File: config.mk
export PLATFORM = sky130hd
export DESIGN_NAME = vtmr_top
export DESIGN_NICKNAME = d
export VERILOG_FILES = /design/src/design/vtmr_pkg.sv /design/src/design/vtmr_ahb.sv /design/src/design/vtmr_top.sv
export SDC_FILE = /design/constraint.sdc
export NUM_CORES = 1
export LEC_CHECK = 0
export ABC_AREA = 1
export BUFFER_PORTS_ARGS = -buffer_cell sky130_fd_sc_hd__buf_2
export CAP_MARGIN = 0
export CORE_MARGIN = 4
export CORE_UTILIZATION = 50
export CTS_BUF_LIST = sky130_fd_sc_hd__clkbuf_4 sky130_fd_sc_hd__clkbuf_8
export DETAILED_ROUTE_END_ITERATION = 8
export HOLD_SLACK_MARGIN = 0.08
export PLACE_DENSITY = 0.83
export SLEW_MARGIN = 30
export SYNTH_ARGS = -nofsm -noshare
export SYNTH_HDL_FRONTEND = slang
export SYNTH_SLANG_ARGS = --single-unit
File: constraint.sdc
create_clock -name REF_CLK -period 4.7 [get_ports REF_CLK]
set_clock_uncertainty 0.05 [all_clocks]
set_input_delay 1.41 -clock REF_CLK [delete_from_list [all_inputs] [get_ports REF_CLK]]
set_output_delay 1.41 -clock REF_CLK [all_outputs]
set_load 0.01 [all_outputs]
File: src/design/vtmr_pkg.sv
// Shared constants and carrier types for the fixed-format video timer.
// Assumes one character time per clock cycle in which the clock enable is high.
package vtmr_pkg;

	// Horizontal format, in character times.
	localparam int H_ACTIVE = 80;
	localparam int H_FP = 6;
	localparam int H_SYNC = 8;
	localparam int H_BP = 6;
	localparam int H_TOTAL = H_ACTIVE + H_FP + H_SYNC + H_BP;
	localparam int H_COUNT = H_TOTAL - 1;

	// Vertical format, in scan lines.
	localparam int V_ROWS = 24;
	localparam int V_SCANS = 9;
	localparam int V_FP = 16;
	localparam int V_SYNC = 3;
	localparam int V_BP = 27;
	localparam int V_ACTIVE = V_ROWS * V_SCANS;
	localparam int V_TOTAL = V_ACTIVE + V_FP + V_SYNC + V_BP;
	localparam int V_START = V_SYNC + V_BP;

	// Skew of sync/blank and cursor against the character address, in character times.
	localparam int SKEW_SYNC = 0;
	localparam int SKEW_CURSOR = 0;

	// Character and dot rates that the outside clocking is expected to present.
	localparam int CHAR_RATE_HZ = 1572000;
	localparam int DOT_RATE_HZ = 11004000;
	localparam int DOTS_PER_CHAR = 7;

	// Counter widths.
	localparam int HW = 7;
	localparam int VW = 9;
	localparam int SW = 4;
	localparam int RW = 5;
	localparam int DW = 6;
	localparam int CW = 8;

	// Typed limits that the counters are compared with.
	localparam logic [HW-1:0] H_LAST = HW'(H_COUNT);
	localparam logic [HW-1:0] H_ACT_END = HW'(H_ACTIVE);
	localparam logic [HW-1:0] H_SYNC_BEG = HW'(H_ACTIVE + H_FP + SKEW_SYNC);
	localparam logic [HW-1:0] H_SYNC_LEN = HW'(H_SYNC);
	localparam logic [VW-1:0] V_LAST = VW'(V_TOTAL - 1);
	localparam logic [VW-1:0] V_ACT_END = VW'(V_ACTIVE);
	localparam logic [VW-1:0] V_SYNC_BEG = VW'(V_ACTIVE + V_FP);
	localparam logic [VW-1:0] V_SYNC_LEN = VW'(V_SYNC);
	localparam logic [SW-1:0] SCAN_LAST = SW'(V_SCANS - 1);
	localparam logic [DW-1:0] ROW_LAST = DW'(V_ROWS - 1);

	// Select codes of the command port.
	localparam logic [3:0] CMD_LOAD_LAST = 4'h6;
	localparam logic [3:0] CMD_READ_ROW = 4'h8;
	localparam logic [3:0] CMD_READ_CHAR = 4'h9;
	localparam logic [3:0] CMD_RESET = 4'hA;
	localparam logic [3:0] CMD_SCROLL = 4'hB;
	localparam logic [3:0] CMD_LOAD_CHAR = 4'hC;
	localparam logic [3:0] CMD_LOAD_ROW = 4'hD;
	localparam logic [3:0] CMD_START = 4'hE;

	// Bus map: a select code sits at four times its value, the status word apart.
	localparam int ADDR_W = 8;
	localparam int ADDR_CODE_LSB = 2;
	localparam logic [ADDR_W-1:0] ADDR_STATUS = 8'h40;
	localparam int ST_LAST_LSB = 0;
	localparam int ST_FIRST_LSB = 8;
	localparam int ST_HELD_BIT = 16;
	localparam int ST_PEND_BIT = 17;

	typedef struct packed {
		logic valid;
		logic [3:0] code;
		logic [CW-1:0] data;
	} vtmr_cmd_t;

	typedef struct packed {
		logic [CW-1:0] cur_char;
		logic [DW-1:0] cur_row;
		logic [31:0] status;
	} vtmr_rd_t;

	typedef struct packed {
		logic [HW-1:0] char_addr;
		logic [SW-1:0] row_scan;
		logic [DW-1:0] data_row;
		logic hsync;
		logic vsync;
		logic blank;
		logic cursor;
	} vtmr_vid_t;

endpackage

File: src/design/vtmr_ahb.sv
// AHB-Lite slave that turns bus writes into strobed commands and serves cursor reads.
// Assumes single word transfers; the clock enable stalls the bus through hreadyout.
module vtmr_ahb
	import vtmr_pkg::*;
(
	// Clock, reset and enable.
	input wire logic clk,
	input wire logic rst_n,
	input wire logic ce,
	// Bus side.
	input wire logic hsel,
	input wire logic [31:0] haddr,
	input wire logic [1:0] htrans,
	input wire logic hwrite,
	input wire logic [2:0] hsize,
	input wire logic [31:0] hwdata,
	input wire logic hready,
	output logic [31:0] hrdata,
	output logic hreadyout,
	output logic hresp,
	// Core side.
	output vtmr_cmd_t cmd,
	input wire vtmr_rd_t rd
);

	typedef enum logic [1:0] {PH_IDLE, PH_WR, PH_RD, PH_RDY} vtmr_phase_t;

	typedef struct packed {
		vtmr_phase_t phase;
		logic [ADDR_W-1:0] addr;
		logic [31:0] rdata;
	} vtmr_ahb_st_t;

	vtmr_ahb_st_t s_reg, s_next;

	function automatic logic [31:0] rd_mux(input logic [ADDR_W-1:0] a, input vtmr_rd_t r);
		logic [3:0] code;
		code = a[ADDR_CODE_LSB+3:ADDR_CODE_LSB];
		if (a == ADDR_STATUS) begin
			return r.status;
		end
		if (a[ADDR_W-1:ADDR_CODE_LSB+4] != '0) begin
			return '0;
		end
		if (code == CMD_READ_ROW) begin
			return {26'h0000000, r.cur_row};
		end
		if (code == CMD_READ_CHAR) begin
			return {24'h000000, r.cur_char};
		end
		return '0;
	endfunction

	always_comb begin
		s_next = s_reg;
		unique case (s_reg.phase)
			PH_RD: begin
				// The wait cycle lets a write in the previous data phase land first.
				s_next.rdata = rd_mux(s_reg.addr, rd);
				s_next.phase = PH_RDY;
			end
			PH_IDLE, PH_WR, PH_RDY: begin
				s_next.phase = PH_IDLE;
			end
		endcase
		if (hsel && hready && htrans[1]) begin
			s_next.addr = haddr[ADDR_W-1:0];
			s_next.phase = hwrite ? PH_WR : PH_RD;
		end
	end

	always_ff @(posedge clk or negedge rst_n) begin
		if (!rst_n) begin
			s_reg <= '{phase: PH_IDLE, addr: '0, rdata: '0};
		end else if (ce) begin
			s_reg <= s_next;
		end
	end

	// Only writes raise the strobe; reads are served from the cursor and status mux, and the address picks the code.
	always_comb begin
		cmd.valid = (s_reg.phase == PH_WR) && (s_reg.addr[ADDR_W-1:ADDR_CODE_LSB+4] == '0);
		cmd.code = s_reg.addr[ADDR_CODE_LSB+3:ADDR_CODE_LSB];
		cmd.data = hwdata[CW-1:0];
	end

	assign hreadyout = ce && (s_reg.phase != PH_RD);
	assign hrdata = s_reg.rdata;
	assign hresp = 1'b0;

endmodule

File: src/design/vtmr_top.sv
// Fixed-format video timer: character, scan and row counters with sync, blank and cursor.
// Assumes one character time per REF_CLK cycle with CE high; CE low freezes everything.
// Commands and cursor accesses arrive over AHB-Lite.
// Function
// - Porch six, sync eight, porch six characters
// - Scan line lasts exactly 100 character times
// - Vertical porch 16, sync 3, porch 27
// - Non-interlaced frame of 262 scan lines
// - 24 rows of 9 scans each
// - 80 active character addresses per line
// - Display starts 30 lines after vsync edge
// - No skew on sync, blank or cursor
// - Only cursor registers reachable; format fixed; status word also reads last and first rows
// - Load-last command sets last row 23
// - Fixed horizontal count 99, line 100
// - Reset command homes and holds counters
// - Start releases chain one scan later
// - Up scroll advances first row, wrapping
// - Cursor written and read by distinct codes
//
// Decided for this implementation: the AHB-Lite register port and the address map.
module vtmr_top
	import vtmr_pkg::*;
(
	// Clock, reset and enable.
	input wire logic REF_CLK,
	input wire logic RST_N,
	input wire logic CE,
	// AHB-Lite slave.
	input wire logic HSEL,
	input wire logic [31:0] HADDR,
	input wire logic [1:0] HTRANS,
	input wire logic HWRITE,
	input wire logic [2:0] HSIZE,
	input wire logic [31:0] HWDATA,
	input wire logic HREADY,
	output logic [31:0] HRDATA,
	output logic HREADYOUT,
	output logic HRESP,
	// Video timing outputs.
	output logic [HW-1:0] CHAR_ADDR,
	output logic [SW-1:0] ROW_SCAN,
	output logic [DW-1:0] DATA_ROW,
	output logic HSYNC,
	output logic VSYNC,
	output logic BLANK,
	output logic CURSOR
);

	typedef struct packed {
		logic [HW-1:0] hcnt;
		logic [VW-1:0] vline;
		logic [SW-1:0] scan;
		logic [RW-1:0] row;
		logic [DW-1:0] first;
		logic [DW-1:0] last;
		logic [CW-1:0] cur_char;
		logic [DW-1:0] cur_row;
		logic held;
		logic rel_pend;
		logic [HW-1:0] rel_cnt;
		vtmr_vid_t vid;
	} vtmr_st_t;

	vtmr_st_t s_reg, s_next;
	vtmr_cmd_t cmd;
	vtmr_rd_t rd;

	function automatic logic in_win(input logic [VW-1:0] v, input logic [VW-1:0] lo, input logic [VW-1:0] len);
		return (v >= lo) && (v < lo + len);
	endfunction

	function automatic logic [DW-1:0] row_addr(input logic [DW-1:0] first, input logic [RW-1:0] row,
		input logic [DW-1:0] last);
		logic [DW:0] sum;
		sum = {1'b0, first} + {2'b00, row};
		if (sum > {1'b0, last}) begin
			sum = sum - ({1'b0, last} + 7'h01);
		end
		return sum[DW-1:0];
	endfunction

	vtmr_ahb u_ahb (
		.clk(REF_CLK),
		.rst_n(RST_N),
		.ce(CE),
		.hsel(HSEL),
		.haddr(HADDR),
		.htrans(HTRANS),
		.hwrite(HWRITE),
		.hsize(HSIZE),
		.hwdata(HWDATA),
		.hready(HREADY),
		.hrdata(HRDATA),
		.hreadyout(HREADYOUT),
		.hresp(HRESP),
		.cmd(cmd),
		.rd(rd)
	);

	always_comb begin
		logic act;
		logic [DW-1:0] dr;
		act = 1'b0;
		dr = '0;
		s_next = s_reg;
		if (!s_reg.held) begin
			if (s_reg.hcnt == H_LAST) begin
				s_next.hcnt = '0;
				if (s_reg.vline == V_LAST) begin
					s_next.vline = '0;
					s_next.scan = '0;
					s_next.row = '0;
				end else begin
					s_next.vline = s_reg.vline + 9'h001;
					if (s_reg.vline < V_ACT_END) begin
						if (s_reg.scan == SCAN_LAST) begin
							s_next.scan = '0;
							s_next.row = s_reg.row + 5'h01;
						end else begin
							s_next.scan = s_reg.scan + 4'h1;
						end
					end
				end
			end else begin
				s_next.hcnt = s_reg.hcnt + 7'h01;
			end
		end else if (s_reg.rel_pend) begin
			// One full scan line passes between the start command and the release.
			if (s_reg.rel_cnt == H_LAST) begin
				s_next.held = 1'b0;
				s_next.rel_pend = 1'b0;
			end else begin
				s_next.rel_cnt = s_reg.rel_cnt + 7'h01;
			end
		end
		if (cmd.valid) begin
			unique case (cmd.code)
				CMD_LOAD_LAST: begin
					s_next.last = ROW_LAST;
				end
				CMD_RESET: begin
					s_next.hcnt = '0;
					s_next.vline = '0;
					s_next.scan = '0;
					s_next.row = '0;
					s_next.held = 1'b1;
					s_next.rel_pend = 1'b0;
				end
				CMD_SCROLL: begin
					s_next.first = (s_reg.first >= s_reg.last) ? '0 : s_reg.first + 6'h01;
				end
				CMD_LOAD_CHAR: begin
					s_next.cur_char = cmd.data;
				end
				CMD_LOAD_ROW: begin
					s_next.cur_row = cmd.data[DW-1:0];
				end
				CMD_START: begin
					if (s_reg.held && !s_reg.rel_pend) begin
						s_next.rel_pend = 1'b1;
						s_next.rel_cnt = '0;
					end
				end
				// Format register loads have no effect: the format is fixed.
				default: begin
				end
			endcase
		end
		// Outputs come from the same next state, so nothing is skewed against the address.
		act = !s_next.held && (s_next.hcnt < H_ACT_END) && (s_next.vline < V_ACT_END);
		dr = row_addr(s_next.first, s_next.row, s_next.last);
		s_next.vid.char_addr = act ? s_next.hcnt : '0;
		s_next.vid.row_scan = act ? s_next.scan : '0;
		s_next.vid.data_row = act ? dr : '0;
		s_next.vid.blank = !act;
		s_next.vid.hsync = !s_next.held && in_win({2'b00, s_next.hcnt}, {2'b00, H_SYNC_BEG}, {2'b00, H_SYNC_LEN});
		s_next.vid.vsync = !s_next.held && in_win(s_next.vline, V_SYNC_BEG, V_SYNC_LEN);
		s_next.vid.cursor = act && ({1'b0, s_next.hcnt} == s_next.cur_char) && (dr == s_next.cur_row);
	end

	always_ff @(posedge REF_CLK or negedge RST_N) begin
		if (!RST_N) begin
			s_reg <= '0;
			s_reg.held <= 1'b1;
			s_reg.vid.blank <= 1'b1;
		end else if (CE) begin
			s_reg <= s_next;
		end
	end

	always_comb begin
		rd = '0;
		rd.cur_char = s_reg.cur_char;
		rd.cur_row = s_reg.cur_row;
		rd.status[ST_LAST_LSB +: DW] = s_reg.last;
		rd.status[ST_FIRST_LSB +: DW] = s_reg.first;
		rd.status[ST_HELD_BIT] = s_reg.held;
		rd.status[ST_PEND_BIT] = s_reg.rel_pend;
	end

	assign CHAR_ADDR = s_reg.vid.char_addr;
	assign ROW_SCAN = s_reg.vid.row_scan;
	assign DATA_ROW = s_reg.vid.data_row;
	assign HSYNC = s_reg.vid.hsync;
	assign VSYNC = s_reg.vid.vsync;
	assign BLANK = s_reg.vid.blank;
	assign CURSOR = s_reg.vid.cursor;

	// Lines counted since the leading edge of vertical sync, read only by the checks.
	// The count is trusted only once such an edge has passed since the chain was last held.
	logic [VW-1:0] vs_lines_reg;
	logic vs_valid_reg;
	always_ff @(posedge REF_CLK or negedge RST_N) begin
		if (!RST_N) begin
			vs_lines_reg <= '0;
			vs_valid_reg <= 1'b0;
		end else if (CE && s_reg.held) begin
			vs_valid_reg <= 1'b0;
		end else if (CE && s_reg.hcnt == H_LAST) begin
			vs_lines_reg <= (s_reg.vline == V_SYNC_BEG - 9'h001) ? '0 : vs_lines_reg + 9'h001;
			vs_valid_reg <= vs_valid_reg || (s_reg.vline == V_SYNC_BEG - 9'h001);
		end
	end
endmodule

Word-level counts from Yosys, hierarchy flattened
Index checks and enable logic that the tools add are counted.

cells by class
  add/sub/neg operators = 9
  order comparisons = 9
  eq/ne operators = 19
  multiplexer cells = 51
  reduce and logical (&&, ||, !) cells = 22

operator list
  cell                 number
  $mux 32              8
  $mux 60              1
  $mux 25              2
  $mux 18              2
  $mux 6               6
  $eq 4x4->1 const B   8
  $mux 7               4
  $lt 9x8->1 const B   3
  $mux 9               3
  $mux 8               2
  $mux 1               15
  $add 7x1->7 const B  2
  $eq 7x7->1 const B   2
  $lt 7x7->1 const B   2
  $logic_and 1x1->1    13
  $add 6x1->6 const B  2
  $mux 10              1
  $add 9x1->9 const B  1
  $eq 9x9->1 const B   1
  $ge 9x8->1 const B   1
  $eq 7x8->1           1
  $eq 8x7->1 const B   1
  $mux 4               2
  $add 6x5->7          1
  20 further kinds     26

storage, ports and cells
  bits in registers = 123

Logic depth before layout (Yosys ltp)
Gate-level depths: netlist of the first run.

  word-level depth = 16
  depth in mapped cells = 34
  depth with buffers taken out = 34

Modules after synthesis
A second synthesis of the first run with hierarchy kept.

unflattened totals
  cell total of the unflattened synthesis = 1,079
  area total of the unflattened synthesis = 8,020.2 µm²

by module, submodules not included
  module    instances  cells each  area an instance (µm²)
  vtmr_top  1          794         5,601.6
  vtmr_ahb  1          285         2,418.6

Least setup slack after synthesis of the first run
No wires, ideal clock.

  path kind = flip-flop to flip-flop
  from = register s_reg[75] (netlist bit)
  to = register s_reg, in the netlist CURSOR
  setup time = 66 ps
  arrival = 4,087 ps
  required time = 4,584 ps
  path slack = 497 ps
  cell stages (with the launch flop) = 32
  path buffers = 1
  path through = dfrtp_1 > ha_1 > nand3_2 > nor2_4 > nand2_4 > buf_6 > nor2_1 > inv_1 > nand2_1 > a21boi_0 > ha_1 > fa_1 > nand3_1 > nand2_1 > or2_2 > nand2_1 > inv_1 > ha_1 > inv_1 > o21bai_1 > a21oi_1 > a21oi_1 > clkinv_1 > nand2_4 > nand2_1 > nand2_1 > nand2_1 > nand2_1 > nand2_1 > nor2_1 > nand2_1 > nand2_1

RTL lines
  what                    RTL line         RTL
  start, declared         vtmr_top.sv:65   vtmr_st_t s_reg, s_next;
  start signal, assigned  vtmr_top.sv:188  s_reg <= s_next;

==> summary.md, run 1 <==
| Metric | Value |
|---|---|
| Leakage power | 0.00402 µW |
| R2R Setup Slk | 0.32 ns |
| Setup violators final | 0 |
| Worst setup path class | flop to flop |
| Fin nets | 1121 |
| Final Cycle Share | 93.3% |
| Initial antenna violation count | 0 |
| Half-perimeter wire length after placement | 13200 µm |
| Achievable frequency | 228 MHz |
| Relative slew slack | 50.7% |
| CTS root buf | clkbuf_8 |
| CTS Hold Buffers Added | 0 |
| CP Capture Type | flop |
| Routed vias | 6504 |
| Placeable Area | 14000 µm² |
| Final Hold Vio Count | 0 |
| Final total power | 2720 µW |
| Wire length per cell | 14.8 µm |
| Worst Hold Endpoint | CHAR_ADDR[3] |
| Post-Syn Area per Cell | 7.39 µm² |
| Die X | 129 µm |
| Unique masters post-synth | 56 |
| Max clock buf depth | 2 |
| Antenna diode count | 0 |
| CP max stage delay | 0.40 ns |
| Worst Reg-to-Reg Cells | 29 |
| Seq cells post-synth | 107 |
| CP startpoint | rd[5] |
| I/O pin total | 130 |
| Fraction of layout cells with a size suffix above 1 | 16.6% |
| Max-capacitance violation count | 0 |
| Synth warn | 0 |
| Port-buffer cells | 60 |
| Largest register FFs | 32 |
| Min-delay src | CHAR_ADDR[3] |
| Sequential fraction of the synthesis area | 36.9% |
| First-pass GRT wire length | 29100 µm |
| Reg-to-Reg End | CURSOR |
| Placed cells | 1183 |
| GRT Total Usage | 21.8% |
| First-pass DRT Iterations | 5 |
| Hold WC Path Type | flop to flop |
| WP data arrival | 4.68 ns |
| Worst vdd rail ir drop | 161 µV |
| CTS tree | done |
| Largest net degree at the start of global routing | 65 |
| Placer Congestion | 0.926 |
| CP startpoint kind | flop |
| DRT iter0 DRCs | 491 |
| CTS Sinks | 107 |
| CP max stage cell | dfrtp_1 |
| H-tree Lvls | 3 |
| Fin. max-slew vios | 0 |
| GR Overflow Total | 0 |
| Routed Antenna Nets | 0 |
| Post-synthesis cell area | 7270 µm² |
| Most frequent CP cell | nand2_1 |
| Via density per instance | 5.41 |
| Non-Filler Instances | 1203 |
| Req. time, crit path | 5.00 ns |
| Row count | 43 |
| Area delta synth->final | 6.66% |
| Power per cell area | 351 nW/µm² |
| Final WL | 17800 µm |
| Fillers | 1299 |
| Syn Inst Count | 984 |
| CTS Buf Count | 9 |
| Clock latency on the worst-skew pair | 0.41 ns |
| Initial Util | 51.8% |
| Minimum clock period | 4.38 ns |
| Number of global-route vias before repair | 6093 |
| Setup TNS | 0 ns |
| Final Util | 55.2% |
| Hold depth | 2 |
| Drc violations | 0 |
| Status | finished clean |
| Worst-path clk slew | 0.11 ns |
| Reg2reg start | rd[5] |
| Die area | 16500 µm² |
| Slew @ Worst Pin | 0.736 ns |
| CP max FO | 7 |
| Die height | 129 µm |
[synthesized netlist by cell type (all sizes together)]
library cell  count  share of area [%]
o211ai            8               0.83
dfrtp           105                 36
ha               26                4.5
and3              1              0.086
nor3              9               0.84
dfstp             2               0.72
o22ai             3               0.26
a21oi            21                1.4
o2111ai           4               0.48
a221oi            2               0.24
nand3b            4               0.41
o41ai             1               0.12
a211oi            1               0.10
xor2             10                1.2
conb              1              0.052
clkbuf           15               0.77
o21bai            1               0.10
a22oi             1               0.29
nor3b             1               0.10
a21boi            2               0.21
nor2             76                4.8
or2               2               0.17
buf              60                6.1
nand4            27                2.6
o32ai             3               0.36
o221ai            3               0.36
nand2           267                 14
a31o              1               0.12
o21ai           117                8.6
nor4              4               0.34
inv             134                7.0
a31oi             2               0.17
fa                2               0.55
nand3            66                5.4
clkinv            2               0.28
[layout by cell type, fill, tap and decap left out, types with 4 or more instances in the layout]
cell	n
nor4_1	4
dfrtp_1	104
a21oi_1	19
buf_4	22
conb_1	17
nand3_2	7
nor3_1	6
o2111ai_1	4
o211ai_1	8
o21ai_0	96
nand3_1	57
xor2_1	10
clkbuf_8	10
nand2_4	4
ha_1	25
o21ai_2	10
inv_2	15
buf_2	59
nor2_1	64
nand4_1	25
nand3b_1	4
nor2_4	5
nand2_1	260
inv_1	119
nor2_2	6
o21ai_1	11
[per-stage QoR]
stage,worst slack (ns),hold slack (ns),instance area [µm²]
after floorplan,0.497,0.392,7330
after global placement,0.109,0.406,7500
after detailed placement,0.0809,0.414,7500
after CTS,0.0253,0.438,7690
after global routing,-0.00842,0.456,7750
final,0.317,0.437,7750
[metal layers]
metal	part of all wire (%)	wire length, µm	track usage, %
met1	45	7940	30.2
met2	48	8520	35.7
met3	4.9	871	1.08
met4	2.5	444	9.76
met5	0	0	0
[where the power goes]
part	internal [µW]	switching [µW]	total (µW)
Clock	212	349	561
Combinational	347	644	990
Sequential	1050	118	1170
[worst max-delay path by stage]
stage / to / slack [ns] / cells past startpoint
floorplan: CURSOR / 0.50 / 31
detailed placement: CURSOR / 0.08 / 33
global placement: CURSOR / 0.11 / 33
finish: CURSOR / 0.32 / 29
global route: CURSOR / -0.008 / 32
CTS: CURSOR / 0.03 / 33
[cell type report]
type	count	area (µm²)	area share, %
clock buffers	10	138	1.78
multi-input cells	682	3650	47.1
repair buffers	82	480	6.20
flip-flops and latches	107	2680	34.6
well taps	180	225	2.91
inverters	136	526	6.78
clock inverters	6	48.8	0.629
[cell families (layout without fill, tap and decap cells)]
family	Yosys count	count (layout)	synth area share, %
AO/OA/AOI/OAI	170	170	13.7
flip-flops	107	107	36.9
AND/OR/NAND/NOR	457	457	29.1
other	1	17	0.0516
buffers and inverters	211	234	14.1
XOR/XNOR	10	10	1.20
adder cells (fa/ha/maj)	28	28	5.03
[repair_timing]
action	in CTS	in global routing
setup buffers	0	4
endpoints found under the hold margin	0	0
gates resized for setup	0	11
endpoints found under the setup margin	0	7
[critical path, delay by kind of cell, from the launching register on]
family,cells,cell delay [ns]
adder cells (fa/ha/maj),3,0.94
AO/OA/AOI/OAI,6,1.05
buffers and inverters,7,0.57
AND/OR/NAND/NOR,13,1.30
flip-flops,1,0.40
No activity file was read; power rests on OpenSTA's default activity.
==> inputs of run 2 (changes only) <==
- CORE_MARGIN: 4 -> 5
- PLACE_DENSITY: 0.83 -> 0.73
==> run 2 against run 1 <==
Net effect: sequential power about the same; maximum frequency increased by 2.4%; largest power group unchanged; highest routed layer unchanged; worst hold slack lost 0.0026 ns; critical path depth rose by 2; via count down 0.54%; register-to-register slack improved by 0.10 ns.
==> summary.md, run 2 (synthesis results as in run 1) <==
| Metric | Value |
|---|---|
| Status | finished clean |
| GR Overflow Total | 0 |
| Clock latency on the worst-skew pair | 0.40 ns |
| Routed Antenna Nets | 0 |
| Placer Congestion | 0.902 |
| Half-perimeter wire length after placement | 13300 µm |
| CP Capture Type | flop |
| First-pass GRT wire length | 29500 µm |
| Setup slack after layout | 0.420 ns |
| Port-buffer cells | 60 |
| Worst-path clk slew | 0.10 ns |
| Row count | 44 |
| Fin. max-slew vios | 0 |
| Minimum clock period | 4.28 ns |
| Most common cell after layout, fill and taps aside | nand2_1 |
| Final Hold Vio Count | 0 |
| Largest net degree at the start of global routing | 65 |
| R2R Setup Slk | 0.42 ns |
| DRT iter0 DRCs | 454 |
| Buf/Inv on CP | 7 |
| Hold WC Path Type | flop to flop |
| Worst setup path class | flop to flop |
| Req. time, crit path | 4.98 ns |
| Most frequent CP cell | nand2_1 |
| Die X | 131 µm |
| I/O pin total | 130 |
| Max-capacitance violation count | 0 |
| Top delay family on crit path | simple AND/OR/NAND/NOR gates |
| Die area | 17000 µm² |
| Largest register FFs | 32 |
| CP startpoint kind | flop |
| First-pass DRT Iterations | 5 |
| Relative slew slack | 51.3% |
| Final Cycle Share | 91.1% |
| GRT Total Usage | 21.9% |
| Number of global-route vias before repair | 5978 |
| CTS root buf | clkbuf_8 |
| CP max stage cell | dfrtp_2 |
| Worst vdd rail ir drop | 178 µV |
| Final total power | 2760 µW |
| WP data arrival | 4.56 ns |
| Fraction of layout cells with a size suffix above 1 | 17.1% |
| Routed vias | 6469 |
| CP max FO | 7 |
| Non-Filler Instances | 1209 |
| Achievable frequency | 234 MHz |
| Final WL | 17900 µm |
| Initial Util | 50.6% |
| Antenna diode count | 0 |
| CTS Hold Buffers Added | 0 |
| Drc violations | 0 |
| Initial antenna violation count | 0 |
| Area delta synth->final | 7.59% |
| Power per cell area | 353 nW/µm² |
| H-tree Lvls | 3 |
| Setup TNS | 0 ns |
| CP max stage delay | 0.45 ns |
| CTS tree | done |
| Die height | 131 µm |
| Setup violators final | 0 |
| Fin nets | 1123 |
| Leakage power | 0.00405 µW |
| Wire length per cell | 14.8 µm |
| Most frequent cells in the layout | nand2_1, inv_1, dfrtp_1 |
| Placed cells | 1184 |
| Placeable Area | 14400 µm² |
| CTS Buf Count | 9 |
| Slew @ Worst Pin | 0.727 ns |
| Via density per instance | 5.35 |
| Max clock buf depth | 2 |
| CTS Sinks | 107 |
| Worst slack, placed | 0.0398 ns |
| Hold slack final | 0.434 ns |
-- run 2: changes by cell type in the layout (fill, tap and decap cells not counted), moves of 2 or more --
cell and delta:
clkinv_2 +3, ha_1 -2, o21ai_0 -2, buf_4 +2, ha_4 +2, inv_6 -2, clkinvlp_4 -2
-- run 2: area by class of cell --
type / instances / area [µm²]
clock buffers: 11 / 145
fillers: 1399 / 6550
well taps: 184 / 230
clock inverters: 5 / 52.6
flip-flops and latches: 107 / 2680
repair buffers: 84 / 495
multi-input cells: 682 / 3690
inverters: 136 / 526
-- run 2: per-layer routing --
metal	share of wire [%]	wire length, µm	track usage, %	up-vias
met1	46	8250	30.8	3038
met4	2.0	360	7.50	0
met2	46	8210	34.4	191
met3	6.1	1080	3.66	28
li1	-	-	-	3212
met5	0	0	0	-
-- run 2: worst min-delay path, stage by stage (launching register included) --
cell     delay (ns)
dfrtp_1        0.36
nand2_1        0.06
nand2_1        0.04
-- run 2: worst paths after layout --
| check | end | cells after the start | from |
|---|---|---|---|
| worst max-delay path | CURSOR | 31 | s_reg[68] |
| worst min-delay path | u_ahb.s_reg[33] | 2 | u_ahb.s_reg[33] |
| worst max register to register | CURSOR | 31 | s_reg[68] |
| worst min register to register | u_ahb.s_reg[33] | 2 | u_ahb.s_reg[33] |
| max in group asynchronous | rd[16] | 2 | RST_N |
| min in group asynchronous | u_ahb.hrdata[10] | 1 | RST_N |
-- run 2: through the flow --
stage | cell area, µm² | utilization (%)
finish | 7820 | 54.4
global route | 7820 | 54.4
CTS | 7680 | 53.5
detailed placement | 7490 | 52.1
global placement | 7490 | 52.1
floorplan | 7330 | -
-- run 2: power breakdown --
part | switching (µW) | total [µW] | internal (µW)
Sequential | 118 | 1170 | 1050
Clock | 325 | 590 | 264
Combinational | 638 | 998 | 360
-- run 2: what timing repair did --
item | in CTS | in global routing
gates resized for setup | 0 | 18
setup buffers | 0 | 9
endpoints found under the hold margin | 0 | 0
setup endpoints to repair | 0 | 7
==> inputs of run 3 (changes only) <==
- ABC_AREA: 1 -> not set
==> run 3 against run 2 <==
Net effect: power grew 5.3%; global-route usage shrank 1.0 points; synthesized area shrank 4.8%; critical endpoint unchanged; largest cell class unchanged; largest power group unchanged.
==> summary.md, run 3 <==
| Metric | Value |
|---|---|
| Max-capacitance violation count | 0 |
| Initial Util | 50.4% |
| Hold WC Path Type | flop to flop |
| Final Cycle Share | 100% |
| I/O pin total | 130 |
| Setup violators final | 0 |
| Relative slew slack | 46.2% |
| Leakage power | 0.00372 µW |
| Req. time, crit path | 4.95 ns |
| GRT Total Usage | 20.9% |
| Ranking of synthesized cells by area | dfrtp_1, buf_4, mux2_2 |
| Most frequent cells in the layout | dfrtp_1, nand2_1, buf_2 |
| First-pass DRT Iterations | 5 |
| Fin. max-slew vios | 0 |
| Synth area leader | dfrtp_1 |
| Achievable frequency | 213 MHz |
| Most common cell after layout, fill and taps aside | dfrtp_1 |
| Reg-to-Reg End | CURSOR |
| Routed vias | 5704 |
| CTS Buf Count | 9 |
| Area delta synth->final | 15.2% |
| Status | finished clean |
| Minimum clock period | 4.70 ns |
| Largest net degree at the start of global routing | 67 |
| Row count | 43 |
| CP max FO | 5 |
| Max clock buf depth | 2 |
| Unique masters post-synth | 76 |
| Fin nets | 897 |
| Worst Hold Endpoint | CHAR_ADDR[4] |
| GR Overflow Total | 0 |
| R2R Setup Slk | 0.0006 ns |
| CTS Sinks | 107 |
| Drc violations | 0 |
| Die height | 128 µm |
| Fillers | 1155 |
| Fraction of layout cells with a size suffix above 1 | 28.9% |
| DRT iter0 DRCs | 545 |
| Final Hold Vio Count | 0 |
| Worst slack, placed | -0.175 ns |
| RSZ-0062 raised after global routing | true |
| Reg2reg start | s_reg[70] |
| Multi-input logic area | 3940 µm² |
| Ys flop type | dfrtp_1 |
| Worst setup path class | flop to flop |
| Port-buffer cells | 60 |
| First-pass GRT wire length | 27500 µm |
| Number of global-route vias before repair | 5471 |
| Setup slack after layout | 0.000585 ns |
| Die area | 16300 µm² |
| CTS root buf | clkbuf_8 |
| Hold depth | 1 |
| Slew @ Worst Pin | 0.806 ns |
| Worst Reg-to-Reg Cells | 21 |
| Register area | 2680 µm² |
| Worst-path clk slew | 0.10 ns |
| Setup TNS | 0 ns |
| WP data arrival | 4.95 ns |
| Hold slack final | 0.437 ns |
| Post-synth top area share | 38.0% |
| Worst vdd rail ir drop | 233 µV |
| CTS tree | done |
| Syn Inst Count | 721 |
| Synth warn | 0 |
| Die X | 128 µm |
| Min-delay src | CHAR_ADDR[4] |
| Via density per instance | 5.83 |
| Half-perimeter wire length after placement | 12400 µm |
| Clock latency on the worst-skew pair | 0.39 ns |
| Initial antenna violation count | 0 |
| Post-Syn Area per Cell | 9.60 µm² |
| Post-synthesis cell area | 6920 µm² |
| Most common cell in the netlist | dfrtp_1 |
| Ys async rst share | 100% |
| Final Util | 58.1% |
| Top post-synthesis cells by count | dfrtp_1, nand2_1, buf_4, o21ai_0, nor2_1 |
| Placer Congestion | 0.925 |
| CP startpoint kind | flop |
| H-tree Lvls | 3 |
| Wire length per cell | 17.9 µm |
| Number of flops mapped to enable cells by yosys | 0 |
| Placeable Area | 13700 µm² |
| Final WL | 17600 µm |
| Sequential fraction of the synthesis area | 38.7% |
| Seq cells post-synth | 107 |
| Largest register FFs | 32 |
| Routed Antenna Nets | 0 |
| CP Capture Type | flop |
| Power per cell area | 365 nW/µm² |
| Antenna diode count | 0 |
[run 3: through the flow]
| stage | power [µW] | area, µm² | std cells |
|---|---|---|---|
| 2_1_floorplan | 1830 | 6980 | 737 |
| 3_3_place_gp | 2040 | 7310 | 942 |
| 3_5_place_dp | 2080 | 7310 | 942 |
| 4_1_cts | 2830 | 7670 | 965 |
| 5_1_grt | 3070 | 7970 | 979 |
| 6_report | 2910 | 7970 | 979 |
[run 3: cell type report]
type,count,area share (%)
clock buffer,11,1.74
timing repair buffer,121,9.82
inverter,27,1.27
tap,180,2.82
sequential,107,33.7
clock inverter,5,1.29
multi-input combinational,528,49.4
[run 3: where the power goes]
part           internal [µW]  switching (µW)
Sequential              1060             138
Combinational            460             557
Clock                    365             324
Total                   1890            1020
[run 3: critical path: stages (launching register included)]
cell	delay, ns
dfrtp_1	0.42
buf_6	0.14
or4_4	0.53
nor2_4	0.22
nand2_1	0.08
nand2_1	0.09
nor2_1	0.07
ha_1	0.23
fa_1	0.42
a21o_1	0.18
a21oi_2	0.20
xnor2_2	0.18
ha_4	0.25
a21o_1	0.18
a21oi_4	0.17
a21oi_4	0.09
a21oi_4	0.18
buf_6	0.16
mux2i_4	0.26
xnor2_1	0.14
nand4_1	0.13
o31ai_2	0.23
[run 3: logic make-up (layout without fill, tap and decap cells)]
family                   Yosys count  in the layout  share of synthesized area (%)
AO/OA/AOI/OAI                    172            172                           17.1
XOR/XNOR                          38             38                           4.81
adder cells (fa/ha/maj)           28             28                           5.28
buffers and inverters            102            164                           8.68
flip-flops                       107            107                           38.7
multiplexers                      57             57                           8.88
other                              1             17                         0.0542
AND/OR/NAND/NOR                  216            216                           16.5
[run 3: repair_timing]
item                       in CTS  in global routing
buffers inserted                7                 14
setup endpoints to repair       4                  7
pin swaps                       1                 23
hold buffers                    0                  0
resized for setup              16                 43
[run 3: worst max-delay path by stage]
stage	startpoint	endpoint	slack (ns)	cells after the start
floorplan	rd[8]	CURSOR	0.17	21
global placement	s_reg[69]	CURSOR	-0.01	21
detailed placement	rd[5]	CURSOR	-0.18	21
CTS	s_reg[69]	CURSOR	0.02	23
global route	s_reg[70]	CURSOR	-0.17	21
finish	s_reg[70]	CURSOR	0.0006	21
[run 3: layer usage]
metal  part of all wire, %  vias to the layer above  global-route usage (%)
met4                   1.6                        0                    5.68
li1                      -                     2671                       -
met2                    50                      165                    35.1
met1                    44                     2843                    28.0
met5                     0                        -                       0
met3                   4.8                       25                    3.51
